<file path="config.mk">
export PLATFORM = sky130hd
export DESIGN_NAME = counter_bank
export DESIGN_NICKNAME = d
export VERILOG_FILES = /design/src/common/counter_pkg.sv /design/src/hdl/updown_counter.sv /design/src/hdl/counter_bank.sv
export SDC_FILE = /design/constraint.sdc
export NUM_CORES = 1
export LEC_CHECK = 0
export ABC_AREA = 1
export BUFFER_PORTS_ARGS = -buffer_cell sky130_fd_sc_hd__buf_2
export CAP_MARGIN = 30
export CELL_PAD_IN_SITES_DETAIL_PLACEMENT = 2
export CELL_PAD_IN_SITES_GLOBAL_PLACEMENT = 2
export CORE_MARGIN = 3
export CORE_UTILIZATION = 30
export CTS_CLUSTER_DIAMETER = 120
export DETAILED_ROUTE_END_ITERATION = 6
export GPL_ROUTABILITY_DRIVEN = 0
export GPL_TIMING_DRIVEN = 0
export PLACE_DENSITY_LB_ADDON = 0.1
export SYNTH_ARGS = -nofsm -noshare
export SYNTH_HDL_FRONTEND = slang
export SYNTH_SLANG_ARGS = --single-unit
</file>
<file path="constraint.sdc">
create_clock -name mclk -period 6.9 [get_ports mclk]
set_input_delay 1.38 -clock mclk [delete_from_list [all_inputs] [get_ports mclk]]
set_output_delay 1.38 -clock mclk [all_outputs]
set_load 0.005 [all_outputs]
</file>
<file path="src/common/counter_pkg.sv">
// Contract
// - every counter bit is a flop on the one shared clock edge
// - four-bit counter runs modulo 16, counts only with gate, clears on reset
// - load select makes each bit take its load bit, whatever the gate says
// - without load, bit n toggles only when gate and all lower bits are high
// - ten-bit lookahead counter uses gate-and-bits-0..2 and bits-3..6 group terms
// - up/down bit toggles on all-lower-high going up or all-lower-low going down
// - up/down bit 0 inverts every clock; first up term is up and bits 0,1 high
// - up/down bit 1 toggles on up with bit 0 high or down with bit 0 low
// - up/down bit 2 toggles when first up term or first down term is true
// - each further chain term is previous term ANDed with next bit high or low
// - bit k toggles on bit k-1 high with up term, or low with down term
// - initialization reset clears every counter register
// - active-high synchronous clear and load; clear beats load, load beats counting
package counter_pkg;

	// register byte addresses, one aligned word each
	localparam logic [7:0] CTRL_OFS = 8'h00;
	localparam logic [7:0] LOAD_OFS = 8'h04;
	localparam logic [7:0] BASIC_OFS = 8'h08;
	localparam logic [7:0] LOADABLE_OFS = 8'h0c;
	localparam logic [7:0] LOOKAHEAD_OFS = 8'h10;
	localparam logic [7:0] UPDOWN_OFS = 8'h14;

	// control register fields
	localparam int unsigned CTRL_GATE_BIT = 0;
	localparam int unsigned CTRL_UP_BIT = 1;
	localparam int unsigned CTRL_LOAD_BIT = 2;
	localparam int unsigned CTRL_CLEAR_BIT = 3;
	localparam int unsigned CTRL_W = 4;
	localparam logic [3:0] CTRL_RST = 4'h0;

	// counter widths and the load register
	localparam int unsigned BASIC_W = 4;
	localparam int unsigned LOADABLE_W = 8;
	localparam int unsigned LOOKAHEAD_W = 10;
	localparam int unsigned UPDOWN_W = 6;
	localparam int unsigned LOAD_W = 8;
	localparam logic [7:0] LOAD_RST = 8'h00;

	// serial carry: bit k toggles when the gate and every lower bit are high
	function automatic logic [9:0] rippleToggle(input logic [9:0] q, input logic gate);
		logic [9:0] tog;
		tog = 10'h000;
		tog[0] = gate;
		for (int k = 1; k < 10; k++) begin
			tog[k] = tog[k-1] & q[k-1];
		end
		return tog;
	endfunction : rippleToggle

endpackage : counter_pkg

</file>
<file path="src/hdl/updown_counter.sv">
`timescale 1ns/1ps
// six-bit ripple-carry up/down counter with synchronous clear and load
module updown_counter (
	input wire logic mclk,
	input wire logic sys_rst,
	input wire logic clear,
	input wire logic load,
	input wire logic dirUp,
	input wire logic [5:0] loadValue,
	output logic [5:0] count
);

	logic [5:0] count_nxt;
	logic [5:0] toggle;
	logic [5:0] upChain;
	logic [5:0] downChain;
	logic firstUpChainTerm;
	logic firstDownChainTerm;
	logic secondUpChainTerm;
	logic secondDownChainTerm;

	// first chain terms look at the two lowest bits
	assign firstUpChainTerm = dirUp & count[0] & count[1];
	assign firstDownChainTerm = ~dirUp & ~count[0] & ~count[1];
	assign secondUpChainTerm = firstUpChainTerm & count[2];
	assign secondDownChainTerm = firstDownChainTerm & ~count[2];

	// chain grows one bit per stage; slow for wide counters but one term per bit
	always_comb begin
		upChain = 6'h00;
		downChain = 6'h00;
		toggle = 6'h00;
		toggle[0] = 1'b1;
		toggle[1] = (dirUp & count[0]) | (~dirUp & ~count[0]);
		upChain[2] = firstUpChainTerm;
		downChain[2] = firstDownChainTerm;
		toggle[2] = firstUpChainTerm | firstDownChainTerm;
		upChain[3] = secondUpChainTerm;
		downChain[3] = secondDownChainTerm;
		for (int k = 4; k < 6; k++) begin
			upChain[k] = upChain[k-1] & count[k-1];
			downChain[k] = downChain[k-1] & ~count[k-1];
		end
		for (int k = 3; k < 6; k++) begin
			// bit k-1 picks which chain counts, giving overall
			toggle[k] = (count[k-1] & upChain[k-1]) | (~count[k-1] & downChain[k-1]);
		end
	end

	// clear beats load, load beats counting; wrap falls out of the toggles
	assign count_nxt = clear ? 6'h00 : (load ? loadValue : (count ^ toggle));

	// all bits on the same edge, async reset only at initialization
	always_ff @(posedge mclk or posedge sys_rst) begin
		if (sys_rst) begin
			count <= 6'h00;
		end else begin
			count <= count_nxt;
		end
	end

	// reset is sampled in the antecedent as well: on the edge that releases it
	// the flops are still held, so no step is owed one cycle later
	a_bit0_invert: assert property (@(posedge mclk) disable iff (sys_rst)
		(!sys_rst && !clear && !load) |=> (count[0] != $past(count[0])))
		else $error("up/down bit 0 did not invert");

	a_bit1_rule: assert property (@(posedge mclk) disable iff (sys_rst)
		(!sys_rst && !clear && !load && (dirUp == count[0])) |=> (count[1] != $past(count[1])))
		else $error("up/down bit 1 did not toggle");

	a_up_step: assert property (@(posedge mclk) disable iff (sys_rst)
		(!sys_rst && !clear && !load && dirUp) |=> (count == $past(count) + 6'h01))
		else $error("up/down counter did not step up by one");

	a_down_step: assert property (@(posedge mclk) disable iff (sys_rst)
		(!sys_rst && !clear && !load && !dirUp) |=> (count == $past(count) - 6'h01))
		else $error("up/down counter did not step down by one");

	a_clear_wins: assert property (@(posedge mclk) disable iff (sys_rst)
		clear |=> (count == 6'h00))
		else $error("up/down counter not cleared");

	a_load_takes: assert property (@(posedge mclk) disable iff (sys_rst)
		(!clear && load) |=> (count == $past(loadValue)))
		else $error("up/down counter did not load");

	c_down_wrap: cover property (@(posedge mclk) disable iff (sys_rst)
		(count == 6'h00 && !dirUp && !clear && !load) ##1 (count == 6'h3f));

endmodule : updown_counter

</file>
<file path="src/hdl/counter_bank.sv">
`timescale 1ns/1ps
// bank of synchronous binary counters behind a classic Wishbone slave
module counter_bank (
	input wire logic mclk,
	input wire logic sys_rst,
	input wire logic wb_cyc_i,
	input wire logic wb_stb_i,
	input wire logic wb_we_i,
	input wire logic [7:0] wb_adr_i,
	input wire logic [3:0] wb_sel_i,
	input wire logic [31:0] wb_dat_i,
	output logic [31:0] wb_dat_o,
	output logic wb_ack_o,
	output logic [3:0] count4,
	output logic [7:0] countLoad,
	output logic [9:0] count10,
	output logic [5:0] countUpDown
);

	logic ack_r;
	logic [31:0] datOut_r;
	logic [3:0] ctrl_r;
	logic [3:0] ctrl_nxt;
	logic [7:0] loadValue_r;
	logic [7:0] loadValue_nxt;
	logic [3:0] count4_r;
	logic [3:0] count4_nxt;
	logic [7:0] countLoad_r;
	logic [7:0] countLoad_nxt;
	logic [9:0] count10_r;
	logic [9:0] count10_nxt;
	logic [5:0] upDownValue;

	// bus decode; ack is held off one cycle so each request is taken once
	logic busReq;
	logic [7:0] wordAdr;
	logic hitCtrl;
	logic hitLoad;
	logic hitBasic;
	logic hitLoadable;
	logic hitLookahead;
	logic hitUpDown;
	logic wrCtrl;
	logic wrLoad;
	logic [31:0] readData;

	assign busReq = wb_cyc_i & wb_stb_i & ~ack_r;
	assign wordAdr = {wb_adr_i[7:2], 2'h0};
	assign hitCtrl = (wordAdr == counter_pkg::CTRL_OFS);
	assign hitLoad = (wordAdr == counter_pkg::LOAD_OFS);
	assign hitBasic = (wordAdr == counter_pkg::BASIC_OFS);
	assign hitLoadable = (wordAdr == counter_pkg::LOADABLE_OFS);
	assign hitLookahead = (wordAdr == counter_pkg::LOOKAHEAD_OFS);
	assign hitUpDown = (wordAdr == counter_pkg::UPDOWN_OFS);
	assign wrCtrl = busReq & wb_we_i & hitCtrl & wb_sel_i[0];
	assign wrLoad = busReq & wb_we_i & hitLoad & wb_sel_i[0];

	// read mux; unmapped words read as zero and still get an ack
	assign readData = hitCtrl ? {28'h000_0000, ctrl_r} :
		hitLoad ? {24'h00_0000, loadValue_r} :
		hitBasic ? {28'h000_0000, count4_r} :
		hitLoadable ? {24'h00_0000, countLoad_r} :
		hitLookahead ? {22'h00_0000, count10_r} :
		hitUpDown ? {26'h000_0000, upDownValue} :
		32'h0000_0000;

	// only byte lane 0 carries writable bits
	assign ctrl_nxt = wrCtrl ? wb_dat_i[3:0] : ctrl_r;
	assign loadValue_nxt = wrLoad ? wb_dat_i[7:0] : loadValue_r;

	// bus-side flops
	always_ff @(posedge mclk or posedge sys_rst) begin
		if (sys_rst) begin
			ack_r <= 1'b0;
			datOut_r <= 32'h0000_0000;
			ctrl_r <= counter_pkg::CTRL_RST;
			loadValue_r <= counter_pkg::LOAD_RST;
		end else begin
			ack_r <= busReq;
			datOut_r <= busReq ? readData : 32'h0000_0000;
			ctrl_r <= ctrl_nxt;
			loadValue_r <= loadValue_nxt;
		end
	end

	// control fields that steer the counters
	logic countGate;
	logic dirUp;
	logic loadSelect;
	logic syncClear;

	assign countGate = ctrl_r[counter_pkg::CTRL_GATE_BIT];
	assign dirUp = ctrl_r[counter_pkg::CTRL_UP_BIT];
	assign loadSelect = ctrl_r[counter_pkg::CTRL_LOAD_BIT];
	assign syncClear = ctrl_r[counter_pkg::CTRL_CLEAR_BIT];

	// four-bit ripple-carry counter with gate and clear
	logic [9:0] basicTogFull;
	logic [3:0] basicTog;

	assign basicTogFull = counter_pkg::rippleToggle({6'h00, count4_r}, countGate);
	assign basicTog = basicTogFull[3:0];
	assign count4_nxt = syncClear ? 4'h0 : (count4_r ^ basicTog);

	// eight-bit counter with parallel load; load overrides the gate entirely
	logic [9:0] loadTogFull;
	logic [7:0] loadTog;
	logic loadGate;

	assign loadGate = countGate & ~loadSelect;
	assign loadTogFull = counter_pkg::rippleToggle({2'h0, countLoad_r}, loadGate);
	assign loadTog = loadTogFull[7:0];
	assign countLoad_nxt = syncClear ? 8'h00 :
		(loadSelect ? loadValue_r : (countLoad_r ^ loadTog));

	// ten-bit lookahead counter: wide group terms replace the serial chain
	// so the upper bits see at most four gate levels, at the cost of fan-out
	logic lowGroupCarry;
	logic midLowAllHigh;
	logic midGroupAllHigh;
	logic upperGroupAllHigh;
	logic [9:0] lookTog;

	assign lowGroupCarry = count10_r[0] & count10_r[1] & count10_r[2] & countGate;
	assign midLowAllHigh = count10_r[3] & count10_r[4] & count10_r[5];
	assign midGroupAllHigh = midLowAllHigh & count10_r[6];
	assign upperGroupAllHigh = midGroupAllHigh & count10_r[7] & count10_r[8];
	assign lookTog[0] = countGate;
	assign lookTog[1] = countGate & count10_r[0];
	assign lookTog[2] = countGate & count10_r[0] & count10_r[1];
	assign lookTog[3] = lowGroupCarry;
	assign lookTog[4] = lowGroupCarry & count10_r[3];
	assign lookTog[5] = lowGroupCarry & count10_r[3] & count10_r[4];
	assign lookTog[6] = lowGroupCarry & midLowAllHigh;
	assign lookTog[7] = lowGroupCarry & midGroupAllHigh;
	assign lookTog[8] = lowGroupCarry & midGroupAllHigh & count10_r[7];
	assign lookTog[9] = lowGroupCarry & upperGroupAllHigh;
	assign count10_nxt = syncClear ? 10'h000 : (count10_r ^ lookTog);

	// every counter bit on the same edge; no stage clocks another
	always_ff @(posedge mclk or posedge sys_rst) begin
		if (sys_rst) begin
			count4_r <= 4'h0;
			countLoad_r <= 8'h00;
			count10_r <= 10'h000;
		end else begin
			count4_r <= count4_nxt;
			countLoad_r <= countLoad_nxt;
			count10_r <= count10_nxt;
		end
	end

	// up/down counter free-runs in the direction set by software
	updown_counter u_updown (
		.mclk(mclk),
		.sys_rst(sys_rst),
		.clear(syncClear),
		.load(loadSelect),
		.dirUp(dirUp),
		.loadValue(loadValue_r[5:0]),
		.count(upDownValue)
	);

	// outputs straight from flops
	assign wb_ack_o = ack_r;
	assign wb_dat_o = datOut_r;
	assign count4 = count4_r;
	assign countLoad = countLoad_r;
	assign count10 = count10_r;
	assign countUpDown = upDownValue;

	a_gate_hold: assert property (@(posedge mclk) disable iff (sys_rst)
		(!countGate && !syncClear) |=> $stable(count4_r))
		else $error("basic counter moved with gate low");

	a_basic_step: assert property (@(posedge mclk) disable iff (sys_rst)
		(countGate && !syncClear) |=> (count4_r == $past(count4_r) + 4'h1))
		else $error("basic counter did not step by one");

	a_basic_clear: assert property (@(posedge mclk) disable iff (sys_rst)
		syncClear |=> (count4_r == 4'h0 && countLoad_r == 8'h00 && count10_r == 10'h000))
		else $error("synchronous clear missed a counter");

	a_load_priority: assert property (@(posedge mclk) disable iff (sys_rst)
		(loadSelect && !syncClear) |=> (countLoad_r == $past(loadValue_r)))
		else $error("loadable counter did not take load value");

	a_loadable_step: assert property (@(posedge mclk) disable iff (sys_rst)
		(countGate && !loadSelect && !syncClear) |=> (countLoad_r == $past(countLoad_r) + 8'h01))
		else $error("loadable counter did not step by one");

	a_lookahead_step: assert property (@(posedge mclk) disable iff (sys_rst)
		(countGate && !syncClear) |=> (count10_r == $past(count10_r) + 10'h001))
		else $error("lookahead counter did not step by one");

	a_lookahead_wrap: assert property (@(posedge mclk) disable iff (sys_rst)
		(count10_r == 10'h3ff && countGate && !syncClear) |=> (count10_r == 10'h000))
		else $error("lookahead counter did not wrap");

	a_ack_single: assert property (@(posedge mclk) disable iff (sys_rst)
		(wb_cyc_i && wb_stb_i && !ack_r) |=> (ack_r ##1 !ack_r))
		else $error("ack not a single cycle pulse");

	// bus side: the answer is registered, so ack and data only follow a taken request
	a_ack_follows: assert property (@(posedge mclk) disable iff (sys_rst)
		busReq |=> ack_r)
		else $error("taken request got no ack");

	a_ack_spurious: assert property (@(posedge mclk) disable iff (sys_rst)
		!busReq |=> !ack_r)
		else $error("ack without a taken request");

	a_data_quiet: assert property (@(posedge mclk) disable iff (sys_rst)
		!ack_r |-> (datOut_r == 32'h0000_0000))
		else $error("read data not zero outside ack");

	// writable fields change only through a lane-0 write to their own word
	a_ctrl_write: assert property (@(posedge mclk) disable iff (sys_rst)
		wrCtrl |=> (ctrl_r == $past(wb_dat_i[3:0])))
		else $error("control write not taken");

	a_ctrl_hold: assert property (@(posedge mclk) disable iff (sys_rst)
		!wrCtrl |=> $stable(ctrl_r))
		else $error("control changed without a write");

	a_loadreg_write: assert property (@(posedge mclk) disable iff (sys_rst)
		wrLoad |=> (loadValue_r == $past(wb_dat_i[7:0])))
		else $error("load value write not taken");

	a_loadreg_hold: assert property (@(posedge mclk) disable iff (sys_rst)
		!wrLoad |=> $stable(loadValue_r))
		else $error("load value changed without a write");

	a_lane_gate: assert property (@(posedge mclk) disable iff (sys_rst)
		(busReq && wb_we_i && !wb_sel_i[0]) |=> ($stable(ctrl_r) && $stable(loadValue_r)))
		else $error("write without lane 0 changed a register");

	a_readonly_drop: assert property (@(posedge mclk) disable iff (sys_rst)
		(busReq && wb_we_i && !hitCtrl && !hitLoad) |=> ($stable(ctrl_r) && $stable(loadValue_r)))
		else $error("read-only or unmapped write changed a register");

	// counters: a closed gate freezes them, and a full count rolls over to zero
	a_basic_wrap: assert property (@(posedge mclk) disable iff (sys_rst)
		(count4_r == 4'hf && countGate && !syncClear) |=> (count4_r == 4'h0))
		else $error("basic counter did not wrap");

	a_basic_top: assert property (@(posedge mclk) disable iff (sys_rst)
		(!syncClear && !(countGate && count4_r[2:0] == 3'h7)) |=> (count4_r[3] == $past(count4_r[3])))
		else $error("basic counter top bit moved without a carry");

	a_loadable_hold: assert property (@(posedge mclk) disable iff (sys_rst)
		(!countGate && !loadSelect && !syncClear) |=> $stable(countLoad_r))
		else $error("loadable counter moved with gate low");

	a_loadable_lsb: assert property (@(posedge mclk) disable iff (sys_rst)
		(countGate && !loadSelect && !syncClear) |=> (countLoad_r[0] != $past(countLoad_r[0])))
		else $error("loadable counter bit 0 did not toggle");

	a_loadable_msb: assert property (@(posedge mclk) disable iff (sys_rst)
		(countGate && !loadSelect && !syncClear && countLoad_r[6:0] != 7'h7f)
		|=> (countLoad_r[7] == $past(countLoad_r[7])))
		else $error("loadable counter top bit moved without a carry");

	a_loadable_wrap: assert property (@(posedge mclk) disable iff (sys_rst)
		(countLoad_r == 8'hff && countGate && !loadSelect && !syncClear) |=> (countLoad_r == 8'h00))
		else $error("loadable counter did not wrap");

	a_clear_over_load: assert property (@(posedge mclk) disable iff (sys_rst)
		(syncClear && loadSelect) |=> (countLoad_r == 8'h00))
		else $error("load won over clear");

	// upper lookahead bits must move only on the group carry
	a_lookahead_hold: assert property (@(posedge mclk) disable iff (sys_rst)
		(!countGate && !syncClear) |=> $stable(count10_r))
		else $error("lookahead counter moved with gate low");

	a_group_carry: assert property (@(posedge mclk) disable iff (sys_rst)
		(countGate && !syncClear && count10_r[6:0] == 7'h7f) |=> (count10_r[7] != $past(count10_r[7])))
		else $error("lookahead bit 7 missed the group carry");

	a_upper_hold: assert property (@(posedge mclk) disable iff (sys_rst)
		(!syncClear && !(countGate && count10_r[6:0] == 7'h7f))
		|=> (count10_r[9:7] == $past(count10_r[9:7])))
		else $error("lookahead upper bits moved without the group carry");

	// the up/down counter shares the clear with the rest of the bank
	a_updown_clear: assert property (@(posedge mclk) disable iff (sys_rst)
		syncClear |=> (upDownValue == 6'h00))
		else $error("up/down counter missed the clear");

	c_lookahead_wrap: cover property (@(posedge mclk) disable iff (sys_rst)
		(count10_r == 10'h3ff) ##1 (count10_r == 10'h000));

	c_ctrl_write: cover property (@(posedge mclk) disable iff (sys_rst)
		wrCtrl ##1 ack_r);

	c_load_then_count: cover property (@(posedge mclk) disable iff (sys_rst)
		(loadSelect && countGate) ##1 (!loadSelect && countGate));

	c_basic_wrap: cover property (@(posedge mclk) disable iff (sys_rst)
		(count4_r == 4'hf && countGate) ##1 (count4_r == 4'h0));

endmodule : counter_bank

</file>
==> out/summary.txt <==
crit path kind: reg2reg
Placement Setup Slack: 4.227 ns
row count: 35
Synth Register Bits: 51
initial drt markers: 56
Achievable Freq: 0.3902 GHz
Vias/cell: 4.493
Comb pwr share: 0.250
Hold Crit Class: reg2reg
PnR worst setup slack: 4.337 ns
CTS sink cnt: 51
Seq/Total Area, Yosys: 0.4446
Core Box Area: 0.009284 mm²
Final nets: 489
total CTS buffers: 5
clock buffer depth: 2
status: finished, final reports clean
DRC: 0
vias in the first global route: 2731
total track usage: 0.1648
power share of the clock group: 0.257
Leak Pwr: 1.964 nW
largest net degree at the start of global routing: 31
Synth Cell Area: 0.002870 mm²
die area: 0.01078 mm²
Slew Limit Headroom: 0.6009
most frequent cell after synthesis: nand2_1
yosys warns: 0
asr flop ratio synth: 1.000
# fillers: 1105
Fin. Hold Viols: 0
DRT Pass-1 Iters: 4
initial antenna violation count: 0
buffers inserted by post-CTS timing repair: 0
total negative setup slack: 0 ns
synth cell count leaders: nand2_1 (57), dfrtp_1 (51), inv_1 (38)
DP Wirelength: 6973 µm
min cycle time layout: 2.563 ns
layout cell share with drive strength beyond 1: 0.2813
IO buf count: 58
crit path max fanout: 10
CP Capture Type: flop
Final setup viols: 0
P_sw: 0.2667 mW
# hold bufs at CTS: 0
Sw Ratio: 0.3290
synthesized area per cell: 8.542 µm²
P per Cell Area: 230.0 mW/mm²
GRT overflow: 0
VDD IR max: 0.09512 mV
drt total wl: 8564 µm
Layout Area Growth over Synthesis: 22.76%
area leader, netlist: dfrtp_1
Die Width: 103.8 µm
WP data arrival: 2.76 ns
max_cap viols: 0
worst-margin pin slew: 0.5987 ns
CTS tree: yes
Initial Util: 0.3092
post_cts resized: 0
critical path startpoint category: flop
routed vias: 2480
H-tree depth: 2
Synth area leaders: dfrtp_1 (44%), nand2_1 (7.5%), ha_1 (7.4%), buf_4 (5.8%), inv_1 (5.0%)
clock latency on the worst-skew pair: 0.30 ns
ant diodes: 0
fin. max-slew vios: 0
Cells after Synth: 336
Top FF cell, synth: dfrtp_1
DR WL/cell: 15.51 µm
clock slew at reported path FFs: 0.10 ns
RSZ-0062 raised after global routing: no
first-pass GRT wire length: 14320 µm
library cells used by synthesis: 34
# IOs: 110
Final Cycle Share: 0.3714
die height: 103.8 µm
Flop pwr share: 0.494
remaining antenna violation count: 0
number of synthesized flops with an enable pin: 0
share of the synthesized area in the top cell type: 0.4446
Final Skew: 0.01242 ns
Root Buffer: clkbuf_8
Critical Path RT: 7.09 ns
Int Pwr: 0.5438 mW
-- layout make-up --
| type | instances | area [µm²] | area share |
|---|---|---|---|
| Clock buffer | 6 | 72.57 | 0.02060 |
| Inverter | 44 | 170.2 | 0.04830 |
| Tap cell | 129 | 161.4 | 0.04581 |
| Clock inverter | 1 | 30.03 | 0.008523 |
| Multi-Input combinational cell | 235 | 1311 | 0.3722 |
| Timing Repair Buffer | 59 | 310.3 | 0.08807 |
| Buffer | 27 | 191.4 | 0.05433 |
| Sequential cell | 51 | 1276 | 0.3622 |
-- power groups by stage --
stage / clock network [mW] / logic, mW / registers (mW)
floorplan: 0 / 0.117 / 0.396
global placement: 0 / 0.193 / 0.407
detailed placement: 0 / 0.206 / 0.409
CTS: 0.215 / 0.207 / 0.403
global route: 0.228 / 0.236 / 0.410
finish: 0.208 / 0.202 / 0.400
-- final timing paths --
path / from / endpoint / slack [ns] / depth (start not counted)
hold / removal: count4[3] / count4[3] / 0.52 / 1
max in group asynchronous: sys_rst / countLoad[2] / 5.23 / 3
setup / recovery: ctrl_r[2] / countLoad[6] / 4.34 / 11
hold reg to reg: count4[3] / count4[3] / 0.52 / 1
min in group asynchronous: sys_rst / loadValue_r[3] / 1.10 / 2
setup reg to reg: ctrl_r[2] / countLoad[6] / 4.34 / 11
-- cells by family after synthesis --
group	share of synthesized area
AND/OR/NAND/NOR	0.2363
buffers and inverters	0.1260
AO/OA/AOI/OAI	0.1085
flip-flops	0.4446
adder cells (fa/ha/maj)	0.07410
XOR/XNOR	0.009156
other	0.001307
-- cell usage in the layout (no fill, tap or decap), drive strengths merged --
cell | Yosys | final
a21oi | 17 | 17
dfrtp | 51 | 51
or2 | 4 | 4
o21ai | 29 | 29
nand2 | 63 | 63
xnor2 | 2 | 2
nor3 | 2 | 2
clkbuf | 4 | 10
buf | 23 | 82
ha | 17 | 17
xor2 | 1 | 1
o211ai | 6 | 6
conb | 1 | 22
o21bai | 2 | 2
bufinv | 0 | 1
inv | 44 | 44
nand3 | 22 | 22
and2 | 1 | 1
nand4 | 3 | 3
a31oi | 1 | 1
nor4 | 1 | 1
nor2 | 42 | 42
-- sequential cells by signal, summed over array words and instances, names as in the netlist --
register,cells
count10,10
wb_dat_o,10
countLoad,8
loadValue_r,8
u_updown.count,6
count4,4
ctrl_r,4
wb_ack_o,1
-- metal layers --
metal  part of all wire  GRT usage  wire length, µm
met5                  0          0                0
met4             0.0076    0.02849               65
met3              0.032    0.02928              276
met2               0.49     0.2869             4230
met1               0.47     0.2168             3992
-- per-stage QoR --
step                      cell area, µm²  hold slack, ns  std cells  power, mW  utilization
after global routing                3523          0.5538        552     0.8751       0.3795
after global placement              3401          0.4896        544     0.6000       0.3663
final                               3523          0.5161        552     0.8104       0.3795
after floorplan                     2949          0.4509        357     0.5129            -
after detailed placement            3421          0.5034        545     0.6153       0.3685
after CTS                           3523          0.5185        552     0.8254       0.3795
-- critical path: stages (launching register included) --
cell and delay (ns):
dfrtp_1 0.38, clkbuf_1 0.39, nor2_1 0.10, ha_1 0.20, ha_1 0.19, ha_1 0.19
ha_1 0.18, ha_1 0.18, ha_1 0.18, ha_1 0.26, o21ai_0 0.14, nor2_1 0.07
Power figures use the tool's default switching activity.
